File: src/design/rtp_defs.svh
// Register indices, field positions and reset values of the pattern output port
`ifndef RTP_DEFS_SVH
`define RTP_DEFS_SVH

`define RTP_ADDR_W 16
`define RTP_DATA_W 32
`define RTP_PINS 6

// Register indices (word addresses on the bus)
`define RTP_IDX_MOD_CTRL 16'hFF38
`define RTP_IDX_PWM_SRC 16'hFF39
`define RTP_IDX_PIN_MASK 16'hFFBC
`define RTP_IDX_BUF_LOW 16'hFFB0
`define RTP_IDX_BUF_HIGH 16'hFFB1
`define RTP_IDX_PORT_CTRL 16'hFFB2
`define RTP_IDX_LATCH_STAT 16'hFFB3

// Field positions
`define RTP_BIT_OUT_EN 7
`define RTP_BIT_WIDTH 5
`define RTP_BIT_DIRECT 7
`define RTP_BIT_MOD_HIGH 6
`define RTP_BIT_MOD_LOW 5
`define RTP_BIT_INVERT 4
`define RTP_BIT_PWM_SEL 0
`define RTP_LOW_W 4
`define RTP_HIGH_W 2

// Reset values
`define RTP_RST_BYTE 8'h00
`define RTP_RST_LOW 4'h0
`define RTP_RST_HIGH 2'h0
`define RTP_RST_PINS 6'h00
`define RTP_RST_WORD 32'h00000000

`endif

File: src/design/rtp_pkg.sv
// Types shared by the pattern output port modules
package rtp_pkg;
    // Bus handshake state
    typedef enum logic [0:0] {
        RTP_BUS_IDLE = 1'b0,
        RTP_BUS_ACK = 1'b1
    } rtp_bus_e;
endpackage : rtp_pkg

File: src/design/rtp_pin_mux.sv
// Per-pin output selection of the pattern output port
`timescale 1ns/1ns
`default_nettype none
`include "rtp_defs.svh"
module rtp_pin_mux
    import rtp_pkg::*;
(
    input wire logic counter_en,
    input wire logic direct_sel,
    input wire logic invert,
    input wire logic mod_high,
    input wire logic mod_low,
    input wire logic per_chan,
    input wire logic out_en,
    input wire logic [`RTP_PINS-1:0] mask,
    input wire logic [`RTP_PINS-1:0] latch,
    input wire logic [`RTP_PINS-1:0] tout,
    output logic [`RTP_PINS-1:0] level,
    output logic [`RTP_PINS-1:0] drive
);
    genvar n;
    generate
        for (n = 0; n < `RTP_PINS; n = n + 1) begin : g_pin
            logic sel_t;
            logic mod_t;
            logic pat_t;
            // Channel 0 for all pins, or each pin its own channel
            assign sel_t = per_chan ? tout[n] : tout[0];
            // Even pins follow the high group, odd pins the low group
            assign mod_t = ((n % 2) == 0) ? mod_high : mod_low;
            assign pat_t = out_en & mask[n] & latch[n];
            always_comb begin
                if (!direct_sel) begin
                    level[n] = sel_t;
                end else if (mod_t && mask[n] && !pat_t) begin
                    // Timer passes through while the pattern is 0 or idle
                    level[n] = sel_t;
                end else begin
                    level[n] = pat_t ^ invert;
                end
                drive[n] = counter_en;
            end
        end
    endgenerate
endmodule : rtp_pin_mux
`default_nettype wire

File: src/design/rtp_bus_if.sv
// Avalon-MM slave handshake with one wait state and registered read data
`timescale 1ns/1ns
`default_nettype none
`include "rtp_defs.svh"
module rtp_bus_if
    import rtp_pkg::*;
(
    input wire logic clk,
    input wire logic nrst,
    input wire logic avs_read,
    input wire logic avs_write,
    input wire logic [`RTP_DATA_W-1:0] rd_word,
    output logic take,
    output logic avs_waitrequest,
    output logic [`RTP_DATA_W-1:0] avs_readdata
);
    rtp_bus_e state_ff;
    rtp_bus_e nxt_state;
    logic [`RTP_DATA_W-1:0] rdata_ff;
    logic [`RTP_DATA_W-1:0] nxt_rdata;

    // Access acts once, in the idle cycle; the ack cycle only releases the master
    assign take = (avs_read | avs_write) & (state_ff == RTP_BUS_IDLE);
    assign avs_waitrequest = (state_ff != RTP_BUS_ACK);
    assign avs_readdata = rdata_ff;

    always_comb begin
        nxt_rdata = rdata_ff;
        case (state_ff)
            RTP_BUS_IDLE: begin
                nxt_state = take ? RTP_BUS_ACK : RTP_BUS_IDLE;
                if (take && avs_read) begin
                    nxt_rdata = rd_word;
                end
            end
            RTP_BUS_ACK: nxt_state = RTP_BUS_IDLE;
            default: nxt_state = RTP_BUS_IDLE;
        endcase
    end

    always_ff @(posedge clk) begin
        if (!nrst) begin
            state_ff <= RTP_BUS_IDLE;
            rdata_ff <= `RTP_RST_WORD;
        end else begin
            state_ff <= nxt_state;
            rdata_ff <= nxt_rdata;
        end
    end
endmodule : rtp_bus_if
`default_nettype wire

File: src/design/rtp_port.sv
// Real-time pattern output port: registers, buffer, trigger latch and pin drive
// Function
// - PWM source bit 0 uses timer channel 0; 1 uses each pin's channel.
// - PWM source register resets to zero and accepts bit or byte writes.
// - With output enabled, buffer is copied to latch on every timer trigger.
// - Only pins whose mask bit is 1 show the transferred pattern.
// - Width bit 5 of port control selects one 6-bit or 4-bit channel.
// - Direct select 0 with counter running: pins carry the chosen timer signal.
// - Counter enable 0 puts every pin in high impedance.
// - Unmodulated direct output without invert is high only for enable, mask and pattern all 1.
// - Invert bit complements every constant level the pin would give.
// - Modulated masked pin: timer when pattern 0 or disabled, active level on 1.
// - Disabled output, mask 1, modulation on: pin shows the selected timer signal.
// - In 6-bit mode either buffer address writes and reads all six bits.
// - Invert and modulation bits act only when direct select is 1.
// - High group modulation drives pins 0,2,4; low group drives 1,3,5.
`timescale 1ns/1ns
`default_nettype none
`include "rtp_defs.svh"
module rtp_port
    import rtp_pkg::*;
(
    input wire logic clk,
    input wire logic nrst,
    input wire logic [`RTP_ADDR_W-1:0] avs_address,
    input wire logic avs_read,
    input wire logic avs_write,
    input wire logic [`RTP_DATA_W-1:0] avs_writedata,
    input wire logic [3:0] avs_byteenable,
    output logic [`RTP_DATA_W-1:0] avs_readdata,
    output logic avs_waitrequest,
    input wire logic timer_trigger_irq,
    input wire logic inv_counter_enable,
    input wire logic [`RTP_PINS-1:0] inverter_timer_out_pin,
    output logic [`RTP_PINS-1:0] pattern_pin_out,
    output logic [`RTP_PINS-1:0] pattern_pin_oe
);
    // Software-visible control state
    logic out_en_ff, nxt_out_en;
    logic width6_ff, nxt_width6;
    logic [`RTP_LOW_W-1:0] buf_low_ff, nxt_buf_low;
    logic [`RTP_HIGH_W-1:0] buf_high_ff, nxt_buf_high;
    logic [`RTP_PINS-1:0] mask_reg_ff, nxt_mask_reg;
    logic direct_ff, nxt_direct;
    logic mod_high_ff, nxt_mod_high;
    logic mod_low_ff, nxt_mod_low;
    logic invert_ff, nxt_invert;
    logic pwm_sel_ff, nxt_pwm_sel;
    // Pattern path state
    logic [`RTP_PINS-1:0] latch_ff, nxt_latch;
    logic [`RTP_PINS-1:0] mask_eff_ff, nxt_mask_eff;
    logic [`RTP_PINS-1:0] pin_out_ff, pin_oe_ff;
    logic [`RTP_PINS-1:0] mux_level, mux_drive;
    // Bus decode
    logic take;
    logic wr_lo;
    logic [7:0] wbyte;
    logic [`RTP_DATA_W-1:0] rd_word;
    logic [`RTP_PINS-1:0] buf_word;
    logic fire;

    rtp_bus_if u_bus (
        .clk(clk),
        .nrst(nrst),
        .avs_read(avs_read),
        .avs_write(avs_write),
        .rd_word(rd_word),
        .take(take),
        .avs_waitrequest(avs_waitrequest),
        .avs_readdata(avs_readdata)
    );

    // Only the low byte lane carries register data; upper lanes are ignored
    assign wr_lo = take & avs_write & avs_byteenable[0];
    assign wbyte = avs_writedata[7:0];
    assign buf_word = {buf_high_ff, buf_low_ff};
    assign fire = timer_trigger_irq & out_en_ff;

    // Read mux; unmapped indices return zero
    always_comb begin
        rd_word = `RTP_RST_WORD;
        case (avs_address)
            `RTP_IDX_BUF_LOW, `RTP_IDX_BUF_HIGH: begin
                // 4-bit mode hides the high bits from either address
                if (width6_ff) begin
                    rd_word[`RTP_PINS-1:0] = buf_word;
                end else begin
                    rd_word[`RTP_LOW_W-1:0] = buf_low_ff;
                end
            end
            `RTP_IDX_PORT_CTRL: begin
                rd_word[`RTP_BIT_OUT_EN] = out_en_ff;
                rd_word[`RTP_BIT_WIDTH] = width6_ff;
            end
            `RTP_IDX_PIN_MASK: rd_word[`RTP_PINS-1:0] = mask_reg_ff;
            `RTP_IDX_MOD_CTRL: begin
                rd_word[`RTP_BIT_DIRECT] = direct_ff;
                rd_word[`RTP_BIT_MOD_HIGH] = mod_high_ff;
                rd_word[`RTP_BIT_MOD_LOW] = mod_low_ff;
                rd_word[`RTP_BIT_INVERT] = invert_ff;
            end
            `RTP_IDX_PWM_SRC: rd_word[`RTP_BIT_PWM_SEL] = pwm_sel_ff;
            `RTP_IDX_LATCH_STAT: rd_word[`RTP_PINS-1:0] = latch_ff;
            default: rd_word = `RTP_RST_WORD;
        endcase
    end

    // Register writes; bit writes arrive as whole-byte read-modify-write
    always_comb begin
        nxt_out_en = out_en_ff;
        nxt_width6 = width6_ff;
        nxt_buf_low = buf_low_ff;
        nxt_buf_high = buf_high_ff;
        nxt_mask_reg = mask_reg_ff;
        nxt_direct = direct_ff;
        nxt_mod_high = mod_high_ff;
        nxt_mod_low = mod_low_ff;
        nxt_invert = invert_ff;
        nxt_pwm_sel = pwm_sel_ff;
        if (wr_lo) begin
            case (avs_address)
                `RTP_IDX_BUF_LOW: begin
                    nxt_buf_low = wbyte[`RTP_LOW_W-1:0];
                    if (width6_ff) begin
                        nxt_buf_high = wbyte[`RTP_PINS-1:`RTP_LOW_W];
                    end
                end
                `RTP_IDX_BUF_HIGH: begin
                    // High address is dead in 4-bit mode
                    if (width6_ff) begin
                        nxt_buf_low = wbyte[`RTP_LOW_W-1:0];
                        nxt_buf_high = wbyte[`RTP_PINS-1:`RTP_LOW_W];
                    end
                end
                `RTP_IDX_PORT_CTRL: begin
                    nxt_out_en = wbyte[`RTP_BIT_OUT_EN];
                    nxt_width6 = wbyte[`RTP_BIT_WIDTH];
                end
                `RTP_IDX_PIN_MASK: nxt_mask_reg = wbyte[`RTP_PINS-1:0];
                `RTP_IDX_MOD_CTRL: begin
                    nxt_direct = wbyte[`RTP_BIT_DIRECT];
                    nxt_mod_high = wbyte[`RTP_BIT_MOD_HIGH];
                    nxt_mod_low = wbyte[`RTP_BIT_MOD_LOW];
                    nxt_invert = wbyte[`RTP_BIT_INVERT];
                end
                `RTP_IDX_PWM_SRC: nxt_pwm_sel = wbyte[`RTP_BIT_PWM_SEL];
                default: nxt_pwm_sel = pwm_sel_ff;
            endcase
        end
    end

    always_ff @(posedge clk) begin
        if (!nrst) begin
            out_en_ff <= 1'b0;
            width6_ff <= 1'b0;
            buf_low_ff <= `RTP_RST_LOW;
            buf_high_ff <= `RTP_RST_HIGH;
            mask_reg_ff <= `RTP_RST_PINS;
            direct_ff <= 1'b0;
            mod_high_ff <= 1'b0;
            mod_low_ff <= 1'b0;
            invert_ff <= 1'b0;
            pwm_sel_ff <= 1'b0;
        end else begin
            out_en_ff <= nxt_out_en;
            width6_ff <= nxt_width6;
            buf_low_ff <= nxt_buf_low;
            buf_high_ff <= nxt_buf_high;
            mask_reg_ff <= nxt_mask_reg;
            direct_ff <= nxt_direct;
            mod_high_ff <= nxt_mod_high;
            mod_low_ff <= nxt_mod_low;
            invert_ff <= nxt_invert;
            pwm_sel_ff <= nxt_pwm_sel;
        end
    end

    // Trigger transfer; the mask too is resynchronised to the trigger while enabled
    always_comb begin
        nxt_latch = latch_ff;
        nxt_mask_eff = out_en_ff ? mask_eff_ff : mask_reg_ff;
        if (fire) begin
            nxt_mask_eff = mask_reg_ff;
            if (width6_ff) begin
                nxt_latch = buf_word;
            end else begin
                nxt_latch[`RTP_LOW_W-1:0] = buf_low_ff;
            end
        end
    end

    always_ff @(posedge clk) begin
        if (!nrst) begin
            latch_ff <= `RTP_RST_PINS;
            mask_eff_ff <= `RTP_RST_PINS;
        end else begin
            latch_ff <= nxt_latch;
            mask_eff_ff <= nxt_mask_eff;
        end
    end

    rtp_pin_mux u_mux (
        .counter_en(inv_counter_enable),
        .direct_sel(direct_ff),
        .invert(invert_ff),
        .mod_high(mod_high_ff),
        .mod_low(mod_low_ff),
        .per_chan(pwm_sel_ff),
        .out_en(out_en_ff),
        .mask(mask_eff_ff),
        .latch(latch_ff),
        .tout(inverter_timer_out_pin),
        .level(mux_level),
        .drive(mux_drive)
    );

    // Pins registered together, one clock behind latch and timer inputs
    always_ff @(posedge clk) begin
        if (!nrst) begin
            pin_out_ff <= `RTP_RST_PINS;
            pin_oe_ff <= `RTP_RST_PINS;
        end else begin
            pin_out_ff <= mux_level;
            pin_oe_ff <= mux_drive;
        end
    end

    assign pattern_pin_out = pin_out_ff;
    assign pattern_pin_oe = pin_oe_ff;
endmodule : rtp_port
`default_nettype wire

File: config.mk
export PLATFORM = sky130hd
export DESIGN_NAME = rtp_port
export DESIGN_NICKNAME = d
export VERILOG_FILES = /design/src/design/rtp_pkg.sv /design/src/design/rtp_pin_mux.sv /design/src/design/rtp_bus_if.sv /design/src/design/rtp_port.sv
export VERILOG_INCLUDE_DIRS = /design/src /design/src/design
export SDC_FILE = /design/constraint.sdc
export NUM_CORES = 1
export LEC_CHECK = 0
export BUFFER_PORTS_ARGS = -buffer_cell sky130_fd_sc_hd__clkbuf_2
export CAP_MARGIN = 5
export CORE_ASPECT_RATIO = 0.7
export CORE_MARGIN = 3
export CORE_UTILIZATION = 30
export DETAILED_ROUTE_END_ITERATION = 8
export PLACE_DENSITY = 0.62
export SLEW_MARGIN = 20
export SYNTH_ARGS = -nofsm -noshare
export SYNTH_HDL_FRONTEND = slang
export SYNTH_SLANG_ARGS = --single-unit
File: constraint.sdc
create_clock -name clk -period 3 [get_ports clk]
set_input_delay 0.15 -clock clk [delete_from_list [all_inputs] [get_ports clk]]
set_output_delay 0.15 -clock clk [all_outputs]
set_load 0.05 [all_outputs]
==> flow_metrics.py <==
metrics = {
    "status": {
        "status": "finished clean",
    },
    "finish": {
        "syn2layout_area_growth_pct": 14.3,
        "final_nets": 424,
        "utilization_pct": 36.3,
        "final_cells": 461,
        "drive_gt1_share_pct": 20.6,
        "antenna_cells": 0,
    },
    "cts": {
        "h-tree-depth": 2,
        "cts_buffers": 5,
        "cts_hold_buffers": 0,
        "cts-resized-gates": 0,
        "clockRootBuffer": "clkbuf_16",
        "cts_tree": "yes",
        "post_cts_buffers": 0,
        "cts_max_path_buffers": 2,
        "clock_sinks": 47,
        "clk_latency_ns": 0.28,
        "path_clk_slew_ns": 0.06,
    },
    "synth": {
        "yosysTopAreaCell": "dfxtp_1",
        "synth_cell_type_count": 38,
        "synth_edf_count": 0,
        "yosysMostFrequentCell": "dfxtp_1",
        "ys_top_cells_by_area": "dfxtp_1 37%, buf_4 8.5%, mux2i_1 8.2%",
        "yosysSeqAreaShare_pct": 36.6,
        "synthArstFlopShare_pct": 0,
        "synthCells": 319,
        "netlist_area_sq_um": 2570,
        "yosys-top-cells-count": "47 x dfxtp_1, 30 x nor2_1, 29 x buf_4",
        "synth_flop_cell": "dfxtp_1",
        "synth_warnings": 0,
        "synth_top_area_share_pct": 36.6,
        "synth.ff_latch_count": 47,
        "avgSynthCellArea_sq_um": 8.05,
    },
    "global_route": {
        "gr-usage-all-layers_pct": 13.5,
        "grt_antenna_before_repair": 0,
        "grt_first_pass_wirelength_microns": 10500,
        "overflow": 0,
        "grt_pass1_vias": 2139,
        "grt_max_degree": 22,
    },
    "hold_path": {
        "whs_endpoint": "pattern_pin_oe[0]",
        "holdPathStages": 2,
        "hp-class": "in2reg",
        "hp-start": "inv_counter_enable",
    },
    "pwr": {
        "cellLeakagePower_uw": 0.00124,
        "pwr-share-clk_pct": 39.6,
        "p_per_area_nw_per_um2": 470,
        "p_comb_share_pct": 14.5,
        "power.internal_uw": 995,
        "power_uw": 1380,
        "p_seq_share_pct": 46.0,
        "max-vdd-ir-drop_uv": 404,
        "p_sw_uw": 384,
        "sw_frac_of_total_pct": 27.9,
    },
    "die": {
        "start_util_pct": 31.8,
        "die_width_microns": 117,
        "dieArea_sq_um": 9720,
        "rows": 27,
        "fp.dieH_microns": 83.4,
        "ioPinCount": 109,
        "core_region_area_sq_um": 8070,
    },
    "timing": {
        "rsz0062_at_grt": "false",
        "worst_pin_slew_ns": 0.744,
        "timing.max_slew.rel_slack_pct": 50.3,
        "max_clock_freq_mhz": 599,
        "worst_clock_skew_ns": 0.00627,
        "tns_ns": 0,
        "drv_slew": 0,
        "fin_ws_ns": 1.33,
        "finalSetupViolCount": 0,
        "fin_crit_sh_pct": 55.7,
        "period_minus_slack_ns": 1.67,
        "hold_viol": 0,
    },
    "setup_path": {
        "reg2reg_depth": 3,
        "r2r_slack_ns": 1.33,
        "crit-reg2reg-launch": "out_en_ff",
        "rr_endpoint": "mask_eff_ff[5]",
        "required_ns": 3.16,
        "worst-setup-path-type": "reg2reg",
        "start_kind": "flop",
        "end_kind": "flop",
        "crit_fanout": 20,
        "cp_data_arrival_time_ns": 1.83,
    },
    "placement": {
        "place_congestion": 0.850,
        "dpl.cell_count": 454,
        "dp_hpwl_microns": 5170,
        "io_buffers": 57,
        "dp_slack_ns": 1.16,
    },
    "routing": {
        "num_vias": 2345,
        "first_pass_iters": 4,
        "drt_iter0_drc": 135,
        "ant_nets": 0,
        "drc": 0,
        "vias_per_cell": 5.09,
        "wl_per_cell_microns": 14.8,
        "routed_wl_microns": 6800,
    },
    "job": {
        "cap_violations": 0,
    },
}
[metrics by stage]
| step | hold slack [ns] | cell area, sq um |
|---|---|---|
| after floorplan | 0.277 | 2650 |
| after global placement | 0.365 | 2790 |
| after detailed placement | 0.367 | 2790 |
| after CTS | 0.0775 | 2930 |
| after global routing | 0.0832 | 2930 |
| final | 0.0740 | 2930 |
[power groups by stage]
| stage | combinational [uW] | clock (uW) | sequential, uW |
|---|---|---|---|
| 3_3_place_gp | 196 | 0 | 648 |
| 5_1_grt | 212 | 587 | 635 |
| 4_1_cts | 198 | 562 | 634 |
| 3_5_place_dp | 198 | 0 | 648 |
| 6_report | 199 | 546 | 634 |
| 2_1_floorplan | 155 | 0 | 669 |
[how the worst max path moves through the flow]
stage | from | endpoint | slack, ns | depth (start not counted)
floorplan | u_bus.state_ff | buf_low_ff[0] | 1.36 | 5
global placement | avs_address[7] | buf_low_ff[1] | 1.17 | 6
detailed placement | avs_address[7] | buf_low_ff[1] | 1.16 | 6
CTS | out_en_ff | mask_eff_ff[5] | 1.35 | 3
global route | out_en_ff | mask_eff_ff[4] | 1.20 | 4
finish | out_en_ff | mask_eff_ff[5] | 1.33 | 3
[registers in the layout, indices dropped and copies added, names as in the netlist]
| signal | count |
|---|---|
| mod_low_ff | 1 |
| direct_ff | 1 |
| mod_high_ff | 1 |
| invert_ff | 1 |
| width6_ff | 1 |
| u_bus.state_ff | 1 |
| buf_high_ff | 2 |
| pwm_sel_ff | 1 |
| u_bus.avs_readdata | 8 |
| latch_ff | 6 |
| pattern_pin_oe | 1 |
| buf_low_ff | 4 |
| mask_reg_ff | 6 |
| mask_eff_ff | 6 |
| out_en_ff | 1 |
| pattern_pin_out | 6 |
[cell type report]
cell class                 instances  area, sq um
inverter                          15         56.3
sequential                        47          941
fill                             848         5140
tap                              101          126
timing repair buffer              59          300
clock buffer                       6          139
multi-input combinational        232         1370
clock inverter                     1         5.00
[logic make-up (layout without fill, tap and decap cells)]
| family | Yosys count | in the layout | synth area share, % |
|---|---|---|---|
| flip-flops | 47 | 47 | 36.6 |
| AO/OA/AOI/OAI | 73 | 73 | 18.4 |
| multiplexers | 21 | 21 | 8.19 |
| AND/OR/NAND/NOR | 114 | 114 | 23.1 |
| other | 1 | 24 | 0.146 |
| buffers and inverters | 63 | 81 | 13.5 |
[placed cells by master (no fill, tap or decap), drive strengths merged, types with 2 or more instances in the layout]
master / n
clkinv: 2
a32o: 5
mux2i: 21
a21oi: 26
nor3b: 4
nor2b: 6
clkbuf: 63
nand3: 24
and4: 4
nand2: 23
o221a: 2
a311oi: 5
dfxtp: 47
a22oi: 5
nand4: 7
buf: 2
and3: 5
and2: 2
nor2: 30
o21ai: 21
nand2b: 3
conb: 24
inv: 14
a31oi: 4
[routing by layer]
layer,up-vias,wire length [microns],track usage [%]
met4,0,42,3.02
met5,-,0,0
li1,1158,-,-
met2,80,3090,21.0
met1,1103,3210,18.8
met3,4,461,3.20
[worst max-delay path, stage by stage, from the launching register on]
cell and delay, ns:
dfxtp_1 0.80, nand2b_1 0.44, mux2i_1 0.25, nor2_1 0.05
Power figures use the tool's default switching activity.
